$ cat config.mk
export PLATFORM = sky130hd
export DESIGN_NAME = t8sp_top
export DESIGN_NICKNAME = d
export VERILOG_FILES = /design/src/hdl/t8sp_pkg.sv /design/src/hdl/t8sp_top.sv
export VERILOG_INCLUDE_DIRS = /design/src /design/src/hdl
export SDC_FILE = /design/constraint.sdc
export NUM_CORES = 1
export LEC_CHECK = 0
export BUFFER_PORTS_ARGS = -buffer_cell sky130_fd_sc_hd__buf_2
export CORE_MARGIN = 2
export CORE_UTILIZATION = 57
export DETAILED_ROUTE_END_ITERATION = 10
export HOLD_SLACK_MARGIN = 0.05
export PLACE_DENSITY_LB_ADDON = 0.2
export SYNTH_ARGS = -nofsm -noshare
export SYNTH_HDL_FRONTEND = slang
export SYNTH_SLANG_ARGS = --single-unit
$ cat constraint.sdc
create_clock -name clk -period 2.73 [get_ports clk]
set_clock_uncertainty 0.1 [all_clocks]
set_input_delay 0.1365 -clock clk [delete_from_list [all_inputs] [get_ports clk]]
set_output_delay 0.1365 -clock clk [all_outputs]
set_load 0.005 [all_outputs]
$ cat src/hdl/t8sp_regs.svh
// Purpose: Register map and constants of the shared-prescaler timer
// Assumes: 25 MHz clk, four clocks per instruction cycle
// Notes: Offsets are byte addresses on the plain register port
//
// What this block does
// Source bit clear: count every instruction cycle when prescaler unassigned.
// A count write suppresses counting for the next two instruction cycles.
// Source bit set: count edges of the external count pin.
// Edge bit picks counting edge: clear rising, set falling.
// Assign bit routes prescaler: clear to counter, set to watchdog; never visible.
// Ratio field divides the counter source from 1:2 to 1:256.
// Ratio code 000 divides by two, each step doubles, 111 by 256.
// Count wrapping FFh to 00h sets the overflow flag, bit 2.
// Overflow request masked while enable bit 5 is clear; flag still sets. Here mask register bit 0 still lets the overflow event raise irq.
// Software clears the overflow flag itself before re-enabling the request.
// Sleep halts the counter, so no overflow and no wake from it.
// External path sampled on phase two and phase four before counting.
// Exactly one 8-bit prescaler, before the counter or after the watchdog.
// Watchdog unscaled while prescaler serves counter; counter undivided otherwise.
// Any count write clears the prescaler while it serves the counter.
// Watchdog clear resets the prescaler while it serves the watchdog.
// Prescaler assignment may change at any time without reset.
// Counter to watchdog: write count, clear watchdog, then write option.
// Watchdog to counter: clear watchdog, then write option with assign clear.
`ifndef T8SP_REGS_SVH
`define T8SP_REGS_SVH

`define T8SP_ADDR_COUNT 8'h01
`define T8SP_ADDR_INTCTL 8'h0B
`define T8SP_ADDR_OPTION 8'h81
`define T8SP_ADDR_PINDIR 8'h85
`define T8SP_ADDR_STAT 8'h90
`define T8SP_ADDR_MASK 8'h91

`define T8SP_COUNT_RESET 8'h00
`define T8SP_INTCTL_RESET 8'h00
`define T8SP_OPTION_RESET 8'hFF
`define T8SP_PINDIR_RESET 8'h3F
`define T8SP_PINDIR_MASK 8'h3F
`define T8SP_EV_RESET 2'h0

`define T8SP_INTCTL_FLAG 2
`define T8SP_INTCTL_EN 5
`define T8SP_EV_OVF 0
`define T8SP_EV_EDGE 1

`define T8SP_COUNT_MAX 8'hFF
`define T8SP_PH_RESET 2'h0
`define T8SP_PH_TWO 2'h1
`define T8SP_PH_FOUR 2'h3
// Option resets with edge bit set, so an idle low pin reads as level one
`define T8SP_LVL_RESET 1'b1

`endif

$ cat src/hdl/t8sp_pkg.sv
// Purpose: Types shared by the shared-prescaler timer
// Assumes: Option layout matches the option register bit order
// Notes: Register port travels as one struct
package t8sp_pkg;

	typedef struct packed {
		logic pullup_off;
		logic int_edge;
		logic count_source_select;
		logic source_edge_select;
		logic scaler_assign;
		logic [2:0] scale_ratio;
	} t8sp_opt_t;

	typedef struct packed {
		logic [7:0] addr;
		logic [7:0] wdata;
		logic wr;
		logic rd;
	} t8sp_req_t;

	typedef enum logic [1:0] {
		hold_run,
		hold_first,
		hold_second
	} t8sp_hold_t;

endpackage

$ cat src/hdl/t8sp_top.sv
// Purpose: 8-bit timer/counter with prescaler shared with the watchdog
// Assumes: Watchdog base tick and clear come from same-clock logic
// Notes: Prescaler is synchronous here, not a ripple counter
`include "t8sp_regs.svh"

module t8sp_top #(
	parameter int PRE_W = 8
) (
	input wire logic clk,
	input wire logic rst_n,
	input wire t8sp_pkg::t8sp_req_t req,
	output logic [7:0] rdata,
	input wire logic ext_count_pin,
	input wire logic sleep_mode,
	input wire logic watchdog_clear_op,
	input wire logic watchdog_tick,
	output logic watchdog_timeout,
	output logic irq
);

	if (PRE_W < 8) begin : g_chk
		$error("Prescaler narrower than the largest ratio");
	end

	logic [1:0] ph_ff;
	logic [1:0] nxt_ph;
	logic pin_s1_ff;
	logic pin_s2_ff;
	logic pin_prev_ff;
	logic samp_ff;
	logic nxt_samp;
	logic [7:0] cnt_ff;
	logic [7:0] nxt_cnt;
	logic [PRE_W-1:0] pre_ff;
	logic [PRE_W-1:0] nxt_pre;
	t8sp_pkg::t8sp_hold_t hold_ff;
	t8sp_pkg::t8sp_hold_t nxt_hold;
	t8sp_pkg::t8sp_opt_t opt_ff;
	t8sp_pkg::t8sp_opt_t nxt_opt;
	logic [7:0] intc_ff;
	logic [7:0] nxt_intc;
	logic [7:0] dir_ff;
	logic [7:0] nxt_dir;
	logic [1:0] stat_ff;
	logic [1:0] nxt_stat;
	logic [1:0] mask_ff;
	logic [1:0] nxt_mask;
	logic [7:0] rdata_ff;
	logic [7:0] nxt_rdata;
	logic irq_ff;
	logic nxt_irq;
	logic wdto_ff;
	logic nxt_wdto;

	logic instr_tick;
	logic sample_en;
	logic wr_cnt;
	logic pin_lvl;
	logic ext_edge;
	logic [PRE_W-1:0] rmask;
	logic pre_in;
	logic pre_wrap;
	logic pre_clr;
	logic ext_src;
	logic ext_tick;
	logic cnt_tick;
	logic ovf;

	assign rdata = rdata_ff;
	assign irq = irq_ff;
	assign watchdog_timeout = wdto_ff;

	// Phases and event sources
	always_comb begin
		nxt_ph = ph_ff + 2'h1;
		instr_tick = (ph_ff == `T8SP_PH_FOUR);
		sample_en = (ph_ff == `T8SP_PH_TWO) || instr_tick;
		wr_cnt = req.wr && (req.addr == `T8SP_ADDR_COUNT);
		// Invert so that a rise of pin_lvl is always the chosen edge
		pin_lvl = pin_s2_ff ^ opt_ff.source_edge_select;
		ext_edge = pin_lvl && !pin_prev_ff;
		rmask = {PRE_W{1'b1}} >> (PRE_W - 1 - int'(opt_ff.scale_ratio));
		if (opt_ff.scaler_assign) begin
			pre_in = watchdog_tick;
		end else if (opt_ff.count_source_select) begin
			pre_in = ext_edge && !sleep_mode;
		end else begin
			pre_in = instr_tick && !sleep_mode;
		end
		pre_wrap = pre_in && ((pre_ff & rmask) == rmask);
		pre_clr = opt_ff.scaler_assign ? watchdog_clear_op : wr_cnt;
		// Undivided pin or prescaler tap, both resampled on the phases
		ext_src = opt_ff.scaler_assign ? pin_lvl : pre_ff[opt_ff.scale_ratio];
		nxt_samp = sample_en ? ext_src : samp_ff;
		ext_tick = sample_en && ext_src && !samp_ff;
	end

	// Count and its inhibit window
	always_comb begin
		nxt_hold = hold_ff;
		unique case (hold_ff)
			t8sp_pkg::hold_run: nxt_hold = t8sp_pkg::hold_run;
			t8sp_pkg::hold_first: if (instr_tick) begin
				nxt_hold = t8sp_pkg::hold_second;
			end
			t8sp_pkg::hold_second: if (instr_tick) begin
				nxt_hold = t8sp_pkg::hold_run;
			end
		endcase
		if (wr_cnt) begin
			nxt_hold = t8sp_pkg::hold_first;
		end
		cnt_tick = 1'b0;
		if (!sleep_mode && hold_ff == t8sp_pkg::hold_run) begin
			if (opt_ff.count_source_select) begin
				cnt_tick = ext_tick;
			end else if (opt_ff.scaler_assign) begin
				cnt_tick = instr_tick;
			end else begin
				cnt_tick = pre_wrap;
			end
		end
		ovf = cnt_tick && (cnt_ff == `T8SP_COUNT_MAX) && !wr_cnt;
		nxt_cnt = cnt_ff;
		if (wr_cnt) begin
			nxt_cnt = req.wdata;
		end else if (cnt_tick) begin
			nxt_cnt = cnt_ff + 8'h01;
		end
		nxt_pre = pre_ff;
		if (pre_clr) begin
			nxt_pre = '0;
		end else if (pre_in) begin
			nxt_pre = pre_ff + {{(PRE_W-1){1'b0}}, 1'b1};
		end
		// Without the prescaler each base tick reaches the watchdog
		nxt_wdto = 1'b0;
		if (opt_ff.scaler_assign) begin
			nxt_wdto = pre_wrap && !pre_clr;
		end else begin
			nxt_wdto = watchdog_tick;
		end
	end

	// Software registers, events and read port
	always_comb begin
		nxt_opt = opt_ff;
		nxt_intc = intc_ff;
		nxt_dir = dir_ff;
		nxt_mask = mask_ff;
		nxt_stat = stat_ff;
		nxt_rdata = 8'h00;
		if (req.wr) begin
			unique case (req.addr)
				`T8SP_ADDR_OPTION: nxt_opt = req.wdata;
				`T8SP_ADDR_INTCTL: nxt_intc = req.wdata;
				`T8SP_ADDR_PINDIR: nxt_dir = req.wdata & `T8SP_PINDIR_MASK;
				`T8SP_ADDR_MASK: nxt_mask = req.wdata[1:0];
				default: nxt_opt = opt_ff;
			endcase
		end
		if (req.rd) begin
			unique case (req.addr)
				`T8SP_ADDR_COUNT: nxt_rdata = cnt_ff;
				`T8SP_ADDR_INTCTL: nxt_rdata = intc_ff;
				`T8SP_ADDR_OPTION: nxt_rdata = opt_ff;
				`T8SP_ADDR_PINDIR: nxt_rdata = dir_ff;
				`T8SP_ADDR_STAT: nxt_rdata = {6'h00, stat_ff};
				`T8SP_ADDR_MASK: nxt_rdata = {6'h00, mask_ff};
				default: nxt_rdata = 8'h00;
			endcase
			if (req.addr == `T8SP_ADDR_STAT) begin
				nxt_stat = `T8SP_EV_RESET;
			end
		end
		// Hardware set beats a software clear in the same cycle
		if (ovf) begin
			nxt_intc[`T8SP_INTCTL_FLAG] = 1'b1;
			nxt_stat[`T8SP_EV_OVF] = 1'b1;
		end
		if (cnt_tick && opt_ff.count_source_select) begin
			nxt_stat[`T8SP_EV_EDGE] = 1'b1;
		end
		// Flag stays until software clears it, enable gates only the request
		nxt_irq = (intc_ff[`T8SP_INTCTL_FLAG] && intc_ff[`T8SP_INTCTL_EN])
			|| (|(stat_ff & mask_ff));
	end

	always_ff @(posedge clk) begin
		pin_s1_ff <= ext_count_pin;
		pin_s2_ff <= pin_s1_ff;
		if (!rst_n) begin
			ph_ff <= `T8SP_PH_RESET;
			pin_prev_ff <= `T8SP_LVL_RESET;
			samp_ff <= `T8SP_LVL_RESET;
			cnt_ff <= `T8SP_COUNT_RESET;
			pre_ff <= '0;
			hold_ff <= t8sp_pkg::hold_run;
			opt_ff <= `T8SP_OPTION_RESET;
			intc_ff <= `T8SP_INTCTL_RESET;
			dir_ff <= `T8SP_PINDIR_RESET;
			stat_ff <= `T8SP_EV_RESET;
			mask_ff <= `T8SP_EV_RESET;
			rdata_ff <= 8'h00;
			irq_ff <= 1'b0;
			wdto_ff <= 1'b0;
		end else begin
			ph_ff <= nxt_ph;
			pin_prev_ff <= pin_lvl;
			samp_ff <= nxt_samp;
			cnt_ff <= nxt_cnt;
			pre_ff <= nxt_pre;
			hold_ff <= nxt_hold;
			opt_ff <= nxt_opt;
			intc_ff <= nxt_intc;
			dir_ff <= nxt_dir;
			stat_ff <= nxt_stat;
			mask_ff <= nxt_mask;
			rdata_ff <= nxt_rdata;
			irq_ff <= nxt_irq;
			wdto_ff <= nxt_wdto;
		end
	end
endmodule

=== Yosys cells after proc, flatten, opt, wreduce, memory -nomap -nowiden ===
Cells that the tools add are included.

* Register bits after elaboration: 60
* Input bits: 24
* Word-level logic and storage cells: 115

* Add/sub/neg operators: 4
* Magnitude comparators: 1
* Eq/ne operators: 16
* Shift-type cells: 1
* Muxes and demuxes: 24
* Bitwise operators: 4
* Reductions and logical operators: 41

{| class="wikitable"
|+ Operators with widths
! operator !! count
|-
| $pmux W8 S6 || 1
|-
| $eq A8 B8 Y1 const B || 5
|-
| $shr A8 B32 Y8 const A || 1
|-
| $reduce_and A2 Y1 || 10
|-
| $add A8 B1 Y8 const B || 2
|-
| $mux W8 || 2
|-
| $reduce_bool A2 Y1 || 7
|-
| $logic_and A1 B1 Y1 || 13
|-
| $mux W1 || 13
|-
| $and A8 B8 Y8 || 1
|-
| $eq A8 B1 Y1 const B || 1
|-
| $eq A8 B4 Y1 const B || 1
|-
| $eq A8 B8 Y1 || 1
|-
| $mux W2 || 4
|-
| $mux W3 || 2
|-
| $ne A3 B3 Y1 const B || 2
|-
| $pmux W2 S3 || 1
|-
| $reduce_or A2 Y1 || 3
|-
| $logic_not A1 Y1 || 5
|-
| $eq A2 B1 Y1 const B || 2
|-
| $eq A2 B2 Y1 const B || 2
|-
| $lt A3 B4 Y1 const B || 1
|-
| $ne A2 B2 Y1 const B || 2
|-
| $sub A3 B3 Y4 const A || 1
|-
| other kinds (7) || 8
|}

=== Longest topological paths before layout ===
* Depth after elaboration: 13
* Mapped depth: 9

=== Worst setup path after synthesis ===
No wires, ideal clock.

* Path type: reg-to-reg
* Start point: register ph_ff[0]
* End point: register cnt_ff[3]
* Setup time: 0.074 ns
* Arrival: 1.976 ns
* Required time: 2.556 ns
* Slack: 0.580 ns
* Cell stages (with the launch flop): 7
* Buffers on the path: 0
* Clock period less this slack: 2.150 ns
* Path through: dfxtp_1 ha_1 or3b_2 o41ai_4 a31oi_2 or4_1 a31oi_1

* Longest elaborated chain between the ends: 9
* Elaborated cells on any way between the ends: 13

{| class="wikitable"
|+ RTL lines
! what !! RTL line !! text
|-
| start, declared || t8sp_top.sv:25 || <nowiki>logic [1:0] ph_ff;</nowiki>
|-
| start signal, assigned || t8sp_top.sv:193 || <nowiki>ph_ff <= `T8SP_PH_RESET;</nowiki>
|-
| start signal, assigned || t8sp_top.sv:208 || <nowiki>ph_ff <= nxt_ph;</nowiki>
|-
| $eq A2 B2 Y1 (no line) || -- ||
|-
| $logic_and A1 B1 Y1 || t8sp_top.sv:88 || <nowiki>pre_in = instr_tick && !sleep_mode;</nowiki>
|-
| $mux W1 || t8sp_top.sv:85 || <nowiki>end else if (opt_ff.count_source_select) begin</nowiki>
|-
| $mux W1 || t8sp_top.sv:83 || <nowiki>if (opt_ff.scaler_assign) begin</nowiki>
|-
| $logic_and A1 B1 Y1 || t8sp_top.sv:90 || <nowiki>pre_wrap = pre_in && ((pre_ff & rmask) == rmask);</nowiki>
|-
| $mux W1 || t8sp_top.sv:117 || <nowiki>end else if (opt_ff.scaler_assign) begin</nowiki>
|-
| $mux W1 (*) || t8sp_top.sv:115 || <nowiki>if (opt_ff.count_source_select) begin</nowiki>
|-
| $mux W1 (*) || t8sp_top.sv:114 || <nowiki>if (!sleep_mode && hold_ff == t8sp_pkg::hold_run) begin</nowiki>
|-
| $reduce_bool A2 Y1 (no line) (*) || -- ||
|-
| end signal, assigned || t8sp_top.sv:196 || <nowiki>cnt_ff <= `T8SP_COUNT_RESET;</nowiki>
|-
| end signal, assigned || t8sp_top.sv:211 || <nowiki>cnt_ff <= nxt_cnt;</nowiki>
|-
| end, declared || t8sp_top.sv:32 || <nowiki>logic [7:0] cnt_ff;</nowiki>
|}

Every way passes the cells marked *; elsewhere a longest branch is shown, timed or not.
A chain may end at the register's enable or synchronous reset.

=== Worst setup path in the final report ===
* Start point: register ph_ff[0]
* End point: register cnt_ff[4]

Same word-level chain as after synthesis.

==> run_results.csv <==
group,metric,value,unit
setup_path,crit_type,"reg -> reg",
placed_design,port_buffers,33,
clock_tree,cts.htree.levels,3,
setup_path,start_kind,"flip-flop",
min_path,min_path_type,"in -> reg",
setup_path,crit_start,"ph_ff[0]",
sta,fmax,0.398,GHz
pwr,power_frac_comb,0.056,
detailed_routing,drt_iter0_markers,193,
placed_design,place_area,3100,um^2
grt,grt_max_degree,30,
clock_tree,cts_root_buf,"clkbuf_8",
final_layout,diodes,0,
placed_design,hpwl,4700,um
detailed_routing,wl_per_cell,14.9,um
clock_tree,cts_resized,0,
die,io_pins,34,
final_layout,nets,415,
synthesis,syn-cell-area,2860,um^2
setup_path,r2r_cells,6,
synthesis,syn_inst,341,
clock_tree,numCtsBuffers,9,
final_layout,fillers,400,
detailed_routing,postRouteAntennaNets,0,
detailed_routing,drcViolationCount,0,
die,die_area,5600,um^2
pwr,switching_share,0.215,
final_layout,regArea,1200,um^2
pwr,power_leakage,0.00137,uW
sta,fin_ws,219,ps
synthesis,syn-num-nets,369,
sta,rsz0062_at_grt,"false",
synthesis,synth_ff_type,"dfxtp_1",
flow_run,cap_violations,0,
sta,period_minus_slack,2510,ps
final_layout,finalInstanceArea,3460,um^2
synthesis,ys_ff_latch,60,
die,die_w,74.8,um
grt,grt_first_pass_wirelength,11500,um
synthesis,synth_edf_count,0,
final_layout,syn2layout_area_growth,21.0,%
clock_tree,clkSinkCount,60,
clock_tree,cts_setup_buffers,0,
sta,maxSlewViolCount,0,
pwr,seqPwrFrac,0.454,
detailed_routing,first_pass_iters,8,
sta,setup_violations,0,
setup_path,cp.arrival,2670,ps
min_path,min_from,"req[1]",
die,die_h,74.8,um
placed_design,place_congestion,0.849,
grt,gr-usage-all-layers,0.269,
pwr,p_per_area,567,nW/um^2
sta,tns,0,ps
die,core-area,4790,um^2
synthesis,ys_seq_area_frac,0.420,
detailed_routing,top_layer_used,"met4",
pwr,vdd_drop_max,0.364,mV
placed_design,dp_slack,247,ps
sta,whs,86.6,ps
die,initial_core_util,0.597,
clock_tree,cts_tree,"built",
synthesis,syn_area_per_cell,8.38,um^2
clock_tree,clkSlewWorstSetupHoldPaths,70,ps
final_layout,drive_above_1_share,0.176,
pwr,p_int,1540,uW
setup_path,cp-end-kind,"flip-flop",
clock_tree,clk-insertion-delay-late,330,ps
die,fp-row-count,25,
grt,grt_pass1_vias,2464,
setup_path,crit_fanout,18,
sta,min_period_over_period,0.920,
setup_path,r2r_start,"ph_ff[0]",
detailed_routing,vias,2669,
sta,max_slew_margin,0.459,
setup_path,cp.required,2890,ps
detailed_routing,via_per_inst,5.81,
detailed_routing,dr_wl_met2,3350,um
pwr,p_sw,421,uW
sta,hold_viol,0,
grt,gr-total-overflow,0,
synthesis,async_flop_share,0,
outcome,run_status,"finished clean",
synthesis,ys_types,51,
sta,max_slew.worst_pin.slew,789,ps
min_path,min_path_cells,3,
detailed_routing,route.met3.wl,415,um
detailed_routing,wl_met1,2980,um
detailed_routing,wirelength,6860,um
final_layout,multi_input_area,1530,um^2
synthesis,synth_warnings,0,
clock_tree,cts_buffer_depth,2,
grt,antenna_found_initial,0,
pwr,pwr-share-clk,0.490,
-- final cells by class --
type                            instances  share of cell area
Inverter                               12              0.0130
Clock buffer                           10              0.0369
Sequential cell                        60               0.347
Timing Repair Buffer                   55               0.104
Multi-Input combinational cell        249               0.442
Clock inverter                          6              0.0326
Tap cell                               67              0.0242
-- per-stage QoR --
step                power (uW)  cells   util
floorplan                  965    341      -
global placement          1000    431  0.647
detailed placement        1010    431  0.647
CTS                       1980    459  0.723
global route              2020    459  0.723
finish                    1960    459  0.723
-- routing by layer --
layer	global-route usage	vias to the layer above
met3	0.0710	12
met1	0.347	1234
met5	0	-
li1	-	1322
met2	0.442	101
met4	0.0833	0
-- critical path, cell delays in order, from the launching register on --
cell and delay, ps:
dfxtp_1 360, ha_1 270, or3b_2 500, o41ai_4 80
a31oi_2 350, or4_1 600, a31oi_1 190
-- cell families (layout without fill, tap and decap cells) --
group,count (synthesis),in the layout,share of synthesized area
AO/OA/AOI/OAI,74,74,0.189
XOR/XNOR,7,7,0.0214
flip-flops,60,60,0.420
adder cells (fa/ha/maj),4,4,0.0175
buffers and inverters,32,83,0.0455
AND/OR/NAND/NOR,154,154,0.264
multiplexers,10,10,0.0420
-- registers in the layout, summed over array words and instances, names as in the netlist, 2 cells and up --
register	count
opt_ff	8
ph_ff	2
dir_ff	6
cnt_ff	8
rdata	8
pre_ff	8
intc_ff	8
mask_ff	2
hold_ff	2
stat_ff	2
-- cell usage in the layout, fill, tap and decap left out, types with 4 or more instances in the layout --
| cell | instances |
|---|---|
| o21ai_0 | 13 |
| nor3_1 | 7 |
| buf_2 | 33 |
| a222oi_1 | 7 |
| nor2b_1 | 9 |
| o22ai_1 | 4 |
| ha_1 | 4 |
| or4_1 | 5 |
| dfxtp_1 | 60 |
| o31ai_1 | 4 |
| nor4_1 | 4 |
| nand2_1 | 47 |
| nor2_1 | 22 |
| dlygate4sd3_1 | 12 |
| nand3_1 | 39 |
| a21boi_0 | 8 |
| buf_4 | 10 |
| inv_1 | 12 |
| xnor2_1 | 5 |
| a31oi_1 | 6 |
| a21oi_1 | 11 |
| mux2i_1 | 6 |
| clkbuf_8 | 9 |
-- repair_timing --
| item | CTS | global route |
|---|---|---|
| hold endpoints to repair | 27 | 0 |
| hold buffers | 12 | 0 |
| setup endpoints to repair | 0 | 0 |
-- cells in the mapped netlist, types with 3 or more instances --
| cell type | instances | area share |
|---|---|---|
| a21oi_1 | 11 | 0.019 |
| nor2b_1 | 9 | 0.020 |
| mux2_2 | 3 | 0.012 |
| ha_1 | 4 | 0.018 |
| o21ai_0 | 13 | 0.023 |
| a222oi_1 | 7 | 0.025 |
| or4_1 | 5 | 0.013 |
| nand3_1 | 39 | 0.068 |
| a21boi_0 | 8 | 0.021 |
| nand2_1 | 47 | 0.062 |
| nor3_1 | 7 | 0.012 |
| buf_2 | 5 | 0.0088 |
| o31ai_1 | 4 | 0.011 |
| o22ai_1 | 4 | 0.0088 |
| nand4_1 | 3 | 0.0066 |
| dfxtp_1 | 60 | 0.42 |
| o31a_1 | 3 | 0.0092 |
| mux2i_1 | 6 | 0.021 |
| nand2b_1 | 3 | 0.0066 |
| o21a_1 | 3 | 0.0079 |
| a31oi_1 | 6 | 0.013 |
| nor2_1 | 22 | 0.029 |
| xnor2_1 | 5 | 0.015 |
| clkbuf_1 | 13 | 0.017 |
| inv_1 | 12 | 0.016 |
| nor4_1 | 4 | 0.0088 |
| nand3b_1 | 3 | 0.0079 |
-- final timing paths --
| check | endpoint | slack (ps) |
|---|---|---|
| setup / recovery | cnt_ff[4] | 220 |
| hold / removal | dir_ff[2] | 90 |
| setup reg to reg | cnt_ff[4] | 220 |
| hold reg to reg | pin_s2_ff | 230 |
-- power groups by stage --
stage	clock network [uW]	registers (uW)	logic, uW
after CTS	978	890	109
final	960	891	110
after detailed placement	0	911	96.0
after floorplan	0	909	55.7
after global routing	1010	891	122
after global placement	0	910	94.6
No activity file was read; power rests on OpenSTA's default activity.
